### src/pkg/frg_pkg.sv
// Purpose: Shared constants and types for the flash rewrite guard
// Assumes: 32-bit APB, 20-bit code flash byte address, 1 KB blocks
// Notes: Offsets are byte addresses on the APB

package frg_pkg;
    // =====================================================
    // Register map
    // =====================================================
    localparam int APB_AW = 8;
    localparam logic [7:0] OFS_CTRL = 8'h00; // Control
    localparam logic [7:0] OFS_WIN = 8'h04; // Window bounds
    localparam logic [7:0] OFS_STAT = 8'h08; // Live state
    localparam logic [7:0] OFS_ISTAT = 8'h0C; // Sticky events
    localparam logic [7:0] OFS_IMASK = 8'h10; // Event mask

    // Control bits
    localparam int CTL_SP_EN = 0; // Self-programming on
    localparam int CTL_SWAP = 1; // Boot swap request
    localparam int CTL_BC0P = 2; // Cluster 0 lock, set only

    // Window fields
    localparam int BLK_W = 8;
    localparam int WIN_ST_LSB = 0;
    localparam int WIN_END_LSB = 8;
    localparam logic [BLK_W-1:0] WIN_ST_RST = 8'h00;
    localparam logic [BLK_W-1:0] WIN_END_RST = 8'hFF;

    // Status bits
    localparam int STA_SP = 0;
    localparam int STA_BOOT1 = 1;
    localparam int STA_SWPEND = 2;
    localparam int STA_BC0P = 3;
    localparam int STA_SERIAL = 4;
    localparam int STA_LOADED = 5;

    // Interrupt bits
    localparam int IRQ_W = 3;
    localparam int IRQ_DENY = 0; // Rewrite blocked
    localparam int IRQ_REFUSE = 1; // Entry refused
    localparam int IRQ_SET = 2; // Setting stored
    localparam logic [IRQ_W-1:0] IMASK_RST = 3'h0;

    // =====================================================
    // Flash geometry
    // =====================================================
    localparam int FL_AW = 20;
    localparam int BLK_LSB = 10; // 1 KB blocks
    localparam int BC_LSB = 12; // 4 KB boot cluster

    // =====================================================
    // Setting store layout
    // =====================================================
    localparam int NV_AW = 1;
    localparam int NV_DW = 16;
    localparam logic [NV_AW-1:0] NV_FLAGS = 1'h0;
    localparam logic [NV_AW-1:0] NV_WIN = 1'h1;
    localparam int NVF_SWAP = 0;
    localparam int NVF_BC0P = 1;

    // Settings loader, runs after each reset
    typedef enum logic [0:0] {
        ST_LOAD = 1'b0,
        ST_RUN = 1'b1
    } frg_state_e;
endpackage : frg_pkg

### src/rtl/frg_nv_store.sv
// Purpose: Small setting store that keeps its words across rst_n
// Assumes: One write and one registered read port
// Notes: Contents start from shipped defaults at power-up only

`timescale 1ns/1ps

module frg_nv_store
    import frg_pkg::*;
#(
    parameter int AW = NV_AW,
    parameter int DW = NV_DW
) (
    input wire logic clock,
    input wire logic we,
    input wire logic [AW-1:0] waddr,
    input wire logic [DW-1:0] wdata,
    input wire logic [AW-1:0] raddr,
    output logic [DW-1:0] rdata_ff
);
    // =====================================================
    // Storage
    // =====================================================
    // Shipped defaults: no swap, no lock, open window, set once at power-up
    // Declared here so that only the write port ever assigns the array
    logic [DW-1:0] mem_ff [2**AW] = '{NV_WIN: DW'({WIN_END_RST, WIN_ST_RST}), default: '0};

    // Write port, untouched by reset
    always_ff @(posedge clock) begin
        if (we) begin
            mem_ff[waddr] <= wdata;
        end
    end

    // Registered read port
    always_ff @(posedge clock) begin
        rdata_ff <= mem_ff[raddr];
    end
endmodule : frg_nv_store

### src/rtl/frg_guard.sv
// Purpose: Write/erase guard for code flash during rewriting
// Assumes: APB registers, flash requests from the same clock
// Notes: Settings reload from the store after each reset

`timescale 1ns/1ps

module frg_guard
    import frg_pkg::*;
(
    input wire logic clock,
    input wire logic rst_n,
    // APB slave
    input wire logic psel,
    input wire logic penable,
    input wire logic pwrite,
    input wire logic [APB_AW-1:0] paddr,
    input wire logic [31:0] pwdata,
    output logic [31:0] prdata,
    output logic pready,
    output logic pslverr,
    // System state
    input wire logic cpu_on_subclk,
    input wire logic fast_osc_halt,
    input wire logic serial_mode_pin,
    // Flash rewrite request
    input wire logic flash_req,
    input wire logic [FL_AW-1:0] flash_addr,
    input wire logic flash_is_data,
    output logic resp_valid,
    output logic resp_grant,
    // Boot and interrupt
    output logic boot_cluster1,
    output logic irq
);
    // =====================================================
    // Helpers
    // =====================================================
    // Block number of a flash address
    function automatic logic [BLK_W-1:0] blk_of(
        input logic [FL_AW-1:0] a);
        blk_of = a[BLK_LSB +: BLK_W];
    endfunction : blk_of

    // Address falls in boot cluster 0
    function automatic logic in_bc0(input logic [FL_AW-1:0] a);
        in_bc0 = (a[FL_AW-1:BC_LSB] == '0);
    endfunction : in_bc0

    // Inclusive window test
    function automatic logic in_win(
        input logic [BLK_W-1:0] b,
        input logic [BLK_W-1:0] lo,
        input logic [BLK_W-1:0] hi);
        in_win = (b >= lo) && (b <= hi);
    endfunction : in_win

    // =====================================================
    // State
    // =====================================================
    frg_state_e state_ff; // Loader state
    logic [1:0] ld_cnt_ff; // Load step
    logic ser_s1_ff; // Serial pin sync, stage 1
    logic ser_s2_ff; // Serial pin sync, stage 2
    logic sp_active_ff; // Self-programming live
    logic swap_boot_ff; // Boot cluster in use
    logic swap_nv_ff; // Stored swap setting
    logic bc0_prot_ff; // Cluster 0 lock
    logic [BLK_W-1:0] win_st_ff; // Window start block
    logic [BLK_W-1:0] win_end_ff; // Window end block
    logic [IRQ_W-1:0] istat_ff; // Sticky events
    logic [IRQ_W-1:0] imask_ff; // Event mask
    logic [31:0] prdata_ff; // Read data
    logic resp_valid_ff; // Answer strobe
    logic resp_grant_ff; // Answer value
    logic [NV_DW-1:0] nv_rdata; // Store read data

    // =====================================================
    // Bus decode
    // =====================================================
    logic acc; // Access phase
    logic wr; // Write access
    logic mapped; // Known offset
    logic cfg_ok; // Settings may change
    logic ctrl_wr; // Control write
    logic win_wr; // Window write
    logic cfg_wr; // Accepted setting write
    logic sp_ask; // Entry requested
    logic sp_bad; // Entry not allowed
    logic [IRQ_W-1:0] ev_set; // Events this cycle
    logic [IRQ_W-1:0] ev_clr; // Clears this cycle

    assign acc = psel && penable;
    assign wr = acc && pwrite;
    assign mapped = (paddr == OFS_CTRL) || (paddr == OFS_WIN)
        || (paddr == OFS_STAT) || (paddr == OFS_ISTAT)
        || (paddr == OFS_IMASK);
    assign cfg_ok = (state_ff == ST_RUN) && (sp_active_ff || ser_s2_ff);
    assign ctrl_wr = wr && (paddr == OFS_CTRL);
    assign win_wr = wr && (paddr == OFS_WIN) && cfg_ok;
    assign cfg_wr = ctrl_wr && cfg_ok
        && (pwdata[CTL_SWAP] || pwdata[CTL_BC0P]);
    assign sp_ask = ctrl_wr && pwdata[CTL_SP_EN] && !sp_active_ff;
    assign sp_bad = cpu_on_subclk || fast_osc_halt
        || (state_ff != ST_RUN);
    assign ev_clr = (wr && (paddr == OFS_ISTAT))
        ? pwdata[IRQ_W-1:0] : '0;

    // Zero wait, errors on unknown offsets or locked window writes
    assign pready = 1'b1;
    assign pslverr = acc && (!mapped
        || (pwrite && (paddr == OFS_WIN) && !cfg_ok));
    assign prdata = prdata_ff;

    // =====================================================
    // Serial mode pin synchroniser
    // =====================================================
    always_ff @(posedge clock) begin
        if (!rst_n) begin
            ser_s1_ff <= 1'b0;
            ser_s2_ff <= 1'b0;
        end else begin
            ser_s1_ff <= serial_mode_pin;
            ser_s2_ff <= ser_s1_ff;
        end
    end

    // =====================================================
    // Setting store and loader
    // =====================================================
    logic nv_we; // Store write
    logic [NV_AW-1:0] nv_waddr; // Store write word
    logic [NV_DW-1:0] nv_wdata; // Store write data
    logic [NV_AW-1:0] nv_raddr; // Store read word
    logic [NV_DW-1:0] flags_w; // Flags word image

    always_comb begin
        flags_w = '0;
        flags_w[NVF_SWAP] = swap_nv_ff ^ pwdata[CTL_SWAP];
        flags_w[NVF_BC0P] = bc0_prot_ff | pwdata[CTL_BC0P];
    end

    assign nv_we = win_wr || cfg_wr;
    assign nv_waddr = win_wr ? NV_WIN : NV_FLAGS;
    assign nv_wdata = win_wr ? pwdata[NV_DW-1:0] : flags_w;
    assign nv_raddr = (ld_cnt_ff == 2'h0) ? NV_FLAGS : NV_WIN;

    frg_nv_store #(
        .AW(NV_AW),
        .DW(NV_DW)
    ) u_store (
        .clock(clock),
        .we(nv_we),
        .waddr(nv_waddr),
        .wdata(nv_wdata),
        .raddr(nv_raddr),
        .rdata_ff(nv_rdata)
    );

    // Loader steps through the store once after reset
    always_ff @(posedge clock) begin
        if (!rst_n) begin
            state_ff <= ST_LOAD;
            ld_cnt_ff <= 2'h0;
        end else begin
            unique case (state_ff)
                ST_LOAD: begin
                    ld_cnt_ff <= ld_cnt_ff + 2'h1;
                    if (ld_cnt_ff == 2'h2) begin
                        state_ff <= ST_RUN;
                    end
                end
                ST_RUN: begin
                    ld_cnt_ff <= ld_cnt_ff;
                end
            endcase
        end
    end

    // boot cluster latched at load only
    always_ff @(posedge clock) begin
        if (!rst_n) begin
            swap_boot_ff <= 1'b0;
        end else if (state_ff == ST_LOAD && ld_cnt_ff == 2'h1) begin
            swap_boot_ff <= nv_rdata[NVF_SWAP];
        end
    end

    // Flags: loaded, then changed by accepted writes
    always_ff @(posedge clock) begin
        if (!rst_n) begin
            swap_nv_ff <= 1'b0;
            bc0_prot_ff <= 1'b0;
        end else if (state_ff == ST_LOAD && ld_cnt_ff == 2'h1) begin
            swap_nv_ff <= nv_rdata[NVF_SWAP];
            bc0_prot_ff <= nv_rdata[NVF_BC0P];
        end else if (cfg_wr) begin
            swap_nv_ff <= flags_w[NVF_SWAP];
            bc0_prot_ff <= flags_w[NVF_BC0P];
        end
    end

    // Window bounds
    always_ff @(posedge clock) begin
        if (!rst_n) begin
            win_st_ff <= WIN_ST_RST;
            win_end_ff <= WIN_END_RST;
        end else if (state_ff == ST_LOAD && ld_cnt_ff == 2'h2) begin
            win_st_ff <= nv_rdata[WIN_ST_LSB +: BLK_W];
            win_end_ff <= nv_rdata[WIN_END_LSB +: BLK_W];
        end else if (win_wr) begin
            win_st_ff <= pwdata[WIN_ST_LSB +: BLK_W];
            win_end_ff <= pwdata[WIN_END_LSB +: BLK_W];
        end
    end

    // =====================================================
    // Self-programming entry
    // =====================================================
    always_ff @(posedge clock) begin
        if (!rst_n) begin
            sp_active_ff <= 1'b0;
        end else if (sp_bad) begin
            sp_active_ff <= 1'b0;
        end else if (ctrl_wr) begin
            sp_active_ff <= pwdata[CTL_SP_EN];
        end
    end

    // =====================================================
    // Rewrite check
    // =====================================================
    logic chk_ok; // Request allowed
    logic [BLK_W-1:0] req_blk; // Request block

    assign req_blk = blk_of(flash_addr);

    always_comb begin
        if (state_ff != ST_RUN) begin
            // Settings not yet loaded
            chk_ok = 1'b0;
        end else if (flash_is_data) begin
            chk_ok = 1'b1;
        end else if (bc0_prot_ff && in_bc0(flash_addr)) begin
            chk_ok = 1'b0;
        end else if (ser_s2_ff) begin
            chk_ok = 1'b1;
        end else if (sp_active_ff) begin
            chk_ok = in_win(req_blk, win_st_ff, win_end_ff);
        end else begin
            // Normal run, no rewriting
            chk_ok = 1'b0;
        end
    end

    // Answer one cycle after each request
    always_ff @(posedge clock) begin
        if (!rst_n) begin
            resp_valid_ff <= 1'b0;
            resp_grant_ff <= 1'b0;
        end else begin
            resp_valid_ff <= flash_req;
            resp_grant_ff <= flash_req && chk_ok;
        end
    end

    assign resp_valid = resp_valid_ff;
    assign resp_grant = resp_grant_ff;
    assign boot_cluster1 = swap_boot_ff;

    // =====================================================
    // Interrupts
    // =====================================================
    always_comb begin
        ev_set = '0;
        ev_set[IRQ_DENY] = flash_req && !chk_ok;
        ev_set[IRQ_REFUSE] = sp_ask && sp_bad;
        ev_set[IRQ_SET] = nv_we;
    end

    // Set wins over a same-cycle clear
    always_ff @(posedge clock) begin
        if (!rst_n) begin
            istat_ff <= '0;
        end else begin
            istat_ff <= (istat_ff & ~ev_clr) | ev_set;
        end
    end

    // Mask register
    always_ff @(posedge clock) begin
        if (!rst_n) begin
            imask_ff <= IMASK_RST;
        end else if (wr && (paddr == OFS_IMASK)) begin
            imask_ff <= pwdata[IRQ_W-1:0];
        end
    end

    assign irq = |(istat_ff & imask_ff);

    // =====================================================
    // Read data, prepared in the setup cycle
    // =====================================================
    always_ff @(posedge clock) begin
        if (!rst_n) begin
            prdata_ff <= '0;
        end else if (psel && !penable && !pwrite) begin
            prdata_ff <= '0;
            unique case (paddr)
                OFS_CTRL: begin
                    prdata_ff[CTL_SP_EN] <= sp_active_ff;
                    prdata_ff[CTL_BC0P] <= bc0_prot_ff;
                end
                OFS_WIN: begin
                    prdata_ff[WIN_ST_LSB +: BLK_W] <= win_st_ff;
                    prdata_ff[WIN_END_LSB +: BLK_W] <= win_end_ff;
                end
                OFS_STAT: begin
                    prdata_ff[STA_SP] <= sp_active_ff;
                    prdata_ff[STA_BOOT1] <= swap_boot_ff;
                    prdata_ff[STA_SWPEND] <= swap_nv_ff ^ swap_boot_ff;
                    prdata_ff[STA_BC0P] <= bc0_prot_ff;
                    prdata_ff[STA_SERIAL] <= ser_s2_ff;
                    prdata_ff[STA_LOADED] <= (state_ff == ST_RUN);
                end
                OFS_ISTAT: begin
                    prdata_ff[IRQ_W-1:0] <= istat_ff;
                end
                OFS_IMASK: begin
                    prdata_ff[IRQ_W-1:0] <= imask_ff;
                end
                default: begin
                    prdata_ff <= '0;
                end
            endcase
        end
    end
endmodule : frg_guard

### config.mk
export PLATFORM = sky130hd
export DESIGN_NAME = frg_guard
export DESIGN_NICKNAME = d
export VERILOG_FILES = /design/src/pkg/frg_pkg.sv /design/src/rtl/frg_nv_store.sv /design/src/rtl/frg_guard.sv
export SDC_FILE = /design/constraint.sdc
export NUM_CORES = 1
export LEC_CHECK = 0
export ABC_AREA = 0
export BUFFER_PORTS_ARGS = -buffer_cell sky130_fd_sc_hd__buf_2
export CAP_MARGIN = 25
export CORE_MARGIN = 5
export CORE_UTILIZATION = 48
export CTS_CLUSTER_DIAMETER = 100
export DETAILED_ROUTE_END_ITERATION = 6
export HOLD_SLACK_MARGIN = 0.06
export PLACE_DENSITY_LB_ADDON = 0.25
export SLEW_MARGIN = 20
export SYNTH_ARGS = -nofsm -noshare
export SYNTH_HDL_FRONTEND = slang
export SYNTH_HIERARCHICAL = 1
export SYNTH_SLANG_ARGS = --single-unit
### constraint.sdc
create_clock -name clock -period 2.7 [get_ports clock]
set_input_delay 0.54 -clock clock [delete_from_list [all_inputs] [get_ports clock]]
set_output_delay 0.54 -clock clock [all_outputs]
set_load 0.05 [all_outputs]
==> results of run 1 <==
power breakdown:
group | switching [uW] | internal (uW) | total (uW)
Sequential | 156 | 1640 | 1790
Combinational | 529 | 365 | 893
Clock | 498 | 341 | 839
Total | 1180 | 2340 | 3520
cells in the final DEF (no fill, tap or decap), types with 18 or more instances in the layout:
cell	Yosys	final
a21oi_1	22	22
a22oi_1	18	18
and2_1	19	19
buf_2	5	64
dfxtp_1	65	65
edfxtp_1	32	32
ha_1	19	19
inv_1	21	21
nand2_1	47	47
nor2_1	25	25
state kept, by name (all words and copies together), names as in the netlist:
name and count:
sp_active_ff 1, swap_nv_ff 1, resp_valid 1, u_store/rdata_ff 16, istat_ff 3, imask_ff 3, ld_cnt_ff 2, prdata 16
resp_grant 1, ser_s1_ff 1, ser_s2_ff 1, state_ff 1, boot_cluster1 1, bc0_prot_ff 1, win_st_ff 8, u_store/mem_ff 32
win_end_ff 8
per-layer routing:
layer,GRT usage [%],up-vias
met2,28.7,87
met1,22.7,1540
met4,6.20,0
met5,0,-
li1,-,1589
met3,4.31,17
worst max-delay path: cells and delay by family:
family	cells	cell delay, ns
buf+inv	2	0.31
compound gates	2	0.25
simple gates	2	0.88
logic make-up after synthesis:
logic type               Yosys count  share of synthesized area, %
buffers and inverters             59                          7.22
multiplexers                      22                          6.28
AND/OR/NAND/NOR                  133                          15.6
flip-flops                        97                          51.2
adder cells (fa/ha/maj)           19                          5.38
AO/OA/AOI/OAI                     86                          13.4
other                              2                         0.170
XOR/XNOR                           4                         0.793
layout make-up:
type | instances | area (um^2) | share of cell area (%)
well taps | 111 | 139 | 2.80
multi-input cells | 281 | 1900 | 38.2
inverters | 21 | 78.8 | 1.59
clock buffers | 11 | 131 | 2.64
flip-flops and latches | 97 | 2260 | 45.5
repair buffers | 74 | 420 | 8.46
clock inverters | 5 | 37.5 | 0.756
through the flow:
stage	power, uW	cell area (um^2)	utilization [%]	hold slack [ns]	setup WS [ns]
after detailed placement	2720	4800	52.7	0.442	0.187
after global routing	3740	4970	54.5	0.384	0.124
after floorplan	2510	4480	-	0.412	0.0981
after global placement	2680	4800	52.7	0.436	0.202
final	3520	4970	54.5	0.385	0.176
after CTS	3560	4970	54.5	0.364	0.182
how the worst max path moves through the flow:
stage,to,slack [ns],start
final,pslverr,0.18,paddr[5]
after global routing,pslverr,0.12,paddr[5]
after CTS,pslverr,0.18,paddr[5]
after detailed placement,pslverr,0.19,paddr[5]
after global placement,pslverr,0.20,paddr[5]
after floorplan,u_store/mem_ff[1][0],0.1,paddr[5]
==> results.json, run 1 <==
{
  "status": "finished, final reports clean",
  "post-route-drc-count": 0,
  "nets": 573,
  "worstHoldEndpoint": "ser_s1_ff",
  "overflow": 0,
  "dp_hpwl_mm": 6.96,
  "rsz0062_at_grt": "no",
  "syn_inst": 422,
  "r2r_cells": 7,
  "cts.root.buffer_cell": "clkbuf_8",
  "worstPathArrival_ns": 1.98,
  "tns_ns": 0,
  "synth_common_cells": "dfxtp_1 (65), nand2_1 (47), edfxtp_1 (32)",
  "holdPathStages": 2,
  "gp_congestion": 0.863,
  "dpl.cell_count": 584,
  "post_drt_via_cell_ratio": 5.39,
  "peakVddDrop_uv": 289,
  "die_area_um2": 11200,
  "worstHoldStart": "serial_mode_pin",
  "syn_to_final_growth_pct": 12.4,
  "ctsResizeCount": 0,
  "holdBufCountCts": 0,
  "power_density_nw_per_um2": 710,
  "seq_area_frac_synth_pct": 51.2,
  "yosysMostFrequentCell": "dfxtp_1",
  "antenna_cells": 0,
  "pin_count": 108,
  "fillers": 803,
  "netlist_area_um2": 4420,
  "cts_sinks": 97,
  "min_period_ns": 2.52,
  "cts-buffers-inserted": 9,
  "antenna_found_initial": 0,
  "async_reset_ff_share_pct": 0,
  "drive_above_1_share_pct": 22.3,
  "crit_slowest_cell": "or3_1",
  "leakage_uw": 0.00202,
  "h-tree-depth": 3,
  "vias": 3233,
  "critPathRequiredTime_ns": 2.16,
  "clockBufferDepth": 2,
  "dieWidth_um": 106,
  "path_max_fanout": 10,
  "cp_cell_sequence": "buf_2, or3_1, or2_2, o22ai_1, a31oi_1, buf_2",
  "hold_viol": 0,
  "grt_pass1_vias": 3167,
  "numPortBuffers": 64,
  "clk_latency_ns": 0.37,
  "cp_common_cell": "buf_2",
  "ys.flop_type": "dfxtp_1",
  "met3_wirelength_um": 589,
  "synth_top_cell_area_share_pct": 29.4,
  "drv_cap": 0,
  "synth-seq-cells": 97,
  "core_area_um2": 9110,
  "worstSetupEndpointType": "primary output",
  "r2r-end": "istat_ff[0]",
  "grt_max_degree": 33,
  "cp_slowest_stage_delay_ns": 0.52,
  "ys_warn_count": 6,
  "min_period_over_period_pct": 93.5,
  "cts_tree": "yes",
  "start_util_pct": 48.5,
  "cp-start-kind": "primary input",
  "die_h_um": 106,
  "netlist.top_cell.by_area": "dfxtp_1",
  "dr_wl_met2_mm": 4.46,
  "grt_pass1_wl_mm": 15.4,
  "reg2reg_from": "win_st_ff[2]",
  "detail_route.iter0.violations": 166,
  "postCtsSetupBuffers": 0,
  "drt-total-wl_mm": 9.57,
  "ant_nets": 0,
  "maxSlewHeadroom_pct": 54.9,
  "row_count": 35,
  "drtPass1Iterations": 5,
  "crit_type": "in -> out",
  "synth-edff-count": 32,
  "slew_viol_final": 0,
  "netlist-cell-type-count": 55,
  "top_layer": "met4",
  "worst_slew_pin_slew_ns": 0.676,
  "synth_area_per_cell_um2": 10.5,
  "wl_per_cell_um": 16.0,
  "met1_length_mm": 4.33,
  "final_cells": 600,
  "worst_hold_path_type": "in -> reg",
  "grt_usage_pct": 17.5,
  "r2r_slack_ns": 0.68,
  "fmax_mhz": 396,
  "synthTopCellsByArea": "dfxtp_1 (29%), edfxtp_1 (22%), ha_1 (5.4%), nand2_1 (4.0%), mux2_4 (3.4%)",
  "skew_ns": 0.0141,
  "clk_pin_slew_ns": 0.08,
  "setup_violations": 0
}
Power figures use the tool's default switching activity.
==> run 2: changes to the inputs <==
SYNTH_HIERARCHICAL = default   (was 1)
==> run 2 against run 1 <==
  * Power rose by 1.8%
  * Final area fell by 0.65%
  * Fmax rose by 4.8%
  * Global-route usage rose by 0.64 points
  * Cell count fell by 3.0%
  * Critical path type is now reg -> out
==> results.json, run 2 <==
{
  "status": "finished, final reports clean",
  "synth_top_cell_area_share_pct": 29.8,
  "cp-start-kind": "flip-flop",
  "drv_cap": 0,
  "netlist.top_cell.by_area": "dfxtp_1",
  "die_h_um": 105,
  "worst_hold_path_type": "in -> reg",
  "netlist-cell-type-count": 53,
  "power_density_nw_per_um2": 727,
  "nets": 558,
  "holdBufCountCts": 0,
  "yosysMostFrequentCell": "dfxtp_1",
  "cts.root.buffer_cell": "clkbuf_8",
  "maxSlewHeadroom_pct": 51.2,
  "die_area_um2": 11100,
  "leakage_uw": 0.00200,
  "synth-edff-count": 32,
  "grt_pass1_wl_mm": 16.2,
  "dp_hpwl_mm": 7.27,
  "cts-buffers-inserted": 9,
  "antenna_found_initial": 0,
  "antenna_cells": 0,
  "post-route-drc-count": 0,
  "detail_route.iter0.violations": 165,
  "seq_area_frac_synth_pct": 51.8,
  "peakVddDrop_uv": 279,
  "start_util_pct": 49.6,
  "internal_power_uw": 2430,
  "worstSetupEndpointType": "primary output",
  "synth_common_cells": "dfxtp_1 (65), nand2_1 (37), edfxtp_1 (32)",
  "setup_violations": 0,
  "total_power_uw": 3590,
  "dieWidth_um": 105,
  "numPortBuffers": 64,
  "finish.instance_area_um2": 4930,
  "critPathRequiredTime_ns": 2.16,
  "final_common_cell": "dfxtp_1",
  "power.switching_uw": 1160,
  "drtPass1Iterations": 5,
  "row_count": 34,
  "ys.flop_type": "dfxtp_1",
  "min_period_ns": 2.41,
  "vias": 3245,
  "clockBufferDepth": 2,
  "worst_slew_pin_slew_ns": 0.726,
  "swShare_pct": 32.2,
  "async_reset_ff_share_pct": 0,
  "rsz0062_at_grt": "no",
  "skew_ns": 0.00796,
  "largest_reg_flops": 32,
  "post_drt_via_cell_ratio": 5.58,
  "clkPwrFrac_pct": 25.2,
  "h-tree-depth": 3,
  "synth-seq-cells": 97,
  "regMostFlops": "u_store.mem_ff",
  "cts_tree": "yes",
  "tns_ns": 0,
  "clk_pin_slew_ns": 0.09,
  "final_cell_mix": "dfxtp_1 (65), buf_2 (64), nand2_1 (37)",
  "gp_congestion": 0.807,
  "cp_slowest_stage_delay_ns": 0.38,
  "wl_per_cell_um": 17.4,
  "postCtsSetupBuffers": 0,
  "cts_sinks": 97,
  "grt_max_degree": 23,
  "syn_to_final_growth_pct": 13.0,
  "fmax_mhz": 415,
  "drt-total-wl_mm": 10.1,
  "syn_inst": 404,
  "grt_usage_pct": 18.2,
  "cp_cell_sequence": "o21a_1, nor3b_1, o22ai_1, a31oi_1, buf_2",
  "crit_slowest_cell": "dfxtp_1",
  "pin_count": 108,
  "hold_viol": 0,
  "path_max_fanout": 5,
  "synthTopCellsByArea": "dfxtp_1 (30%), edfxtp_1 (22%), ha_1 (5.4%), mux2_2 (4.4%), a22oi_1 (3.8%)",
  "grt_pass1_vias": 3244,
  "min_period_over_period_pct": 89.2,
  "drive_above_1_share_pct": 25.9,
  "core_area_um2": 8810,
  "place_area_um2": 4750,
  "crit_type": "reg -> out",
  "overflow": 0,
  "clk_latency_ns": 0.35,
  "ys_warn_count": 0,
  "p_seq_share_pct": 49.0,
  "worstPathArrival_ns": 1.87,
  "ant_nets": 0,
  "combPwrFrac_pct": 25.8,
  "synth_area_per_cell_um2": 10.8,
  "netlist_area_um2": 4370,
  "ctsResizeCount": 0,
  "slew_viol_final": 0
}
-- run 2: changes by cell type after synthesis, sizes merged, moves of 3 or more --
cell   change
o41ai      +3
nor2       +6
a31oi      +3
nand4      +3
a22o       -4
and2       -8
nand2     -10
and3       +5
nand3      -7
a21oi      -4
a22oi      +4
-- run 2: power groups by stage --
stage | registers, uW | logic [uW] | clock network (uW)
2_1_floorplan | 1770 | 693 | 0
3_3_place_gp | 1790 | 891 | 0
3_5_place_dp | 1790 | 926 | 0
4_1_cts | 1750 | 929 | 922
5_1_grt | 1780 | 1040 | 975
6_report | 1760 | 927 | 904
-- run 2: logic make-up (layout without fill, tap and decap cells) --
kind of cell / after synthesis / count (layout) / synth area share [%]
AO/OA/AOI/OAI: 81 / 81 / 13.5
XOR/XNOR: 4 / 4 / 0.803
adder cells (fa/ha/maj): 19 / 19 / 5.45
buffers and inverters: 59 / 114 / 7.19
flip-flops: 97 / 97 / 51.8
multiplexers: 25 / 25 / 6.51
other: 2 / 17 / 0.172
AND/OR/NAND/NOR: 117 / 117 / 14.5
-- run 2: through the flow --
step / setup slack (ns) / hold WS, ns / util [%] / instances
5_1_grt: 0.223 / 0.405 / 56.0 / 582
3_5_place_dp: 0.507 / 0.428 / 53.9 / 566
2_1_floorplan: 0.289 / 0.412 / - / 419
3_3_place_gp: 0.528 / 0.419 / 53.9 / 566
6_report: 0.292 / 0.391 / 56.0 / 582
4_1_cts: 0.317 / 0.377 / 56.0 / 582
-- run 2: cell type report --
type	count	area (um^2)
multi-input cells	263	1850
clock buffers	10	128
flip-flops and latches	97	2260
inverters	22	82.6
well taps	108	135
repair buffers	76	423
fillers	783	3870
clock inverters	6	58.8
-- run 2: critical path: cells and delay by family (launching register included) --
kind                   cells  cell delay [ns]
AO/OA/AOI/OAI              3             0.63
flip-flops                 1             0.38
buffers and inverters      1             0.31
AND/OR/NAND/NOR            1             0.21
-- run 2: layer usage --
layer	vias up	global-route usage [%]	part of all wire, %
li1	1550	-	-
met1	1572	23.4	44
met2	106	30.8	48
met3	17	3.91	6.5
met4	0	5.34	1.6
met5	-	0	0
-- run 2: path summary, 6_finish.rpt --
| path | slack (ns) | endpoint | from | cells past startpoint |
|---|---|---|---|---|
| setup / recovery | 0.29 | pslverr | sp_active_ff | 5 |
| hold / removal | 0.39 | ser_s1_ff | serial_mode_pin | 2 |
| setup reg to reg | 0.90 | resp_grant | bc0_prot_ff | 4 |
| hold reg to reg | 0.45 | ser_s2_ff | ser_s1_ff | 1 |
==> run 3: changes to the inputs <==
HOLD_SLACK_MARGIN = default   (was 0.06)
MAX_ROUTING_LAYER = met4   (was default)
==> run 3 against run 2 <==
  * Clock skew about the same
  * Flip-flop and latch count unchanged
  * Global-route usage up 0.55 points
  * Via count down 0.28%
  * Power about the same
  * Sequential share of layout area unchanged
  * Core utilization unchanged
  * Count of clock-buffer cells in the layout unchanged
  * Critical endpoint unchanged
  * Largest cell class unchanged
  * Largest power group unchanged
==> results.json, run 3 (synthesized netlist as in run 2, its figures left out) <==
{
  "status": "finished, final reports clean",
  "grt_usage_pct": 18.7,
  "dieWidth_um": 105,
  "regMostFlops": "u_store.mem_ff",
  "cts-buffers-inserted": 9,
  "skew_ns": 0.00824,
  "cp-start-kind": "flip-flop",
  "final_cells": 582,
  "vias": 3236,
  "core_area_um2": 8810,
  "largest_reg_flops": 32,
  "drive_above_1_share_pct": 25.9,
  "holdPathStages": 2,
  "ant_nets": 0,
  "final_cell_mix": "dfxtp_1 (65), buf_2 (64), nand2_1 (37)",
  "overflow": 0,
  "crit_type": "reg -> out",
  "wl_per_cell_um": 17.4,
  "grt_pass1_wl_mm": 16.2,
  "dp_hpwl_mm": 7.27,
  "antenna_cells": 0,
  "r2r_slack_ns": 0.89,
  "fillers": 783,
  "nets": 558,
  "multiInputGateArea_um2": 1850,
  "antenna_found_initial": 0,
  "drv_cap": 0,
  "clk_latency_ns": 0.35,
  "peakVddDrop_uv": 279,
  "min_period_ns": 2.41,
  "h-tree-depth": 3,
  "tns_ns": 0,
  "syn_to_final_growth_pct": 13.0,
  "register_area_um2": 2260,
  "rsz0062_at_grt": "no",
  "clk_pin_slew_ns": 0.09,
  "final_common_cell": "dfxtp_1",
  "drt-total-wl_mm": 10.1,
  "row_count": 34,
  "maxSlewHeadroom_pct": 51.3,
  "gp_congestion": 0.819,
  "setup_violations": 0,
  "die_area_um2": 11100,
  "cts.root.buffer_cell": "clkbuf_8",
  "dpl.cell_count": 566,
  "hold_viol": 0,
  "detail_route.iter0.violations": 163,
  "worstPathArrival_ns": 1.87,
  "worst_hold_path_type": "in -> reg",
  "pin_count": 108,
  "clockBufferDepth": 2,
  "post-route-drc-count": 0,
  "die_h_um": 105,
  "worstSetupEndpointType": "primary output",
  "fmax_mhz": 415,
  "ctsResizeCount": 0,
  "grt_pass1_vias": 3241,
  "cts_tree": "yes",
  "cts_sinks": 97,
  "start_util_pct": 49.6,
  "postCtsSetupBuffers": 0,
  "path_max_fanout": 5,
  "slew_viol_final": 0,
  "post_drt_via_cell_ratio": 5.56,
  "holdBufCountCts": 0,
  "r2r_cells": 4,
  "min_period_over_period_pct": 89.2,
  "leakage_uw": 0.00200,
  "numPortBuffers": 64,
  "grt_max_degree": 23,
  "power_density_nw_per_um2": 727,
  "drtPass1Iterations": 4,
  "critPathRequiredTime_ns": 2.16,
  "worst_slew_pin_slew_ns": 0.725
}
## run 3: worst max-delay path: stages, from the launching register on
cell     delay (ns)
dfxtp_1        0.38
o21a_1         0.29
nor3b_1        0.21
o22ai_1        0.11
a31oi_1        0.23
buf_2          0.31
## run 3: final cells by class
class	instances	share of cell area (%)
Inverter	22	1.67
Sequential cell	97	45.8
Multi-Input combinational cell	263	37.4
Clock inverter	6	1.19
Tap cell	108	2.74
Clock buffer	10	2.59
Timing Repair Buffer	76	8.57
## run 3: per-stage QoR
stage	cell area [um^2]	utilization, %	setup WS, ns	total power [uW]	hold slack, ns
detailed placement	4750	53.9	0.507	2710	0.428
finish	4930	56.0	0.291	3590	0.390
floorplan	4420	-	0.289	2460	0.412
CTS	4930	56.0	0.317	3610	0.377
global placement	4750	53.9	0.528	2680	0.419
global route	4930	56.0	0.223	3800	0.405
## run 3: worst paths after layout
kind | endpoint | from
setup / recovery | pslverr | sp_active_ff
hold / removal | ser_s1_ff | serial_mode_pin
setup reg to reg | resp_grant | bc0_prot_ff
hold reg to reg | ser_s2_ff | ser_s1_ff
## run 3: power breakdown
part / total, uW / internal [uW] / switching (uW)
Clock: 904 / 423 / 481
Combinational: 925 / 373 / 552
Sequential: 1760 / 1640 / 121
## run 3: per-layer routing
layer	share of wire (%)	routed length [um]	global-route usage, %
met4	1.8	182	5.34
met5	0	0	-
met2	48	4870	30.8
met1	43	4330	23.6
met3	7.2	724	3.73
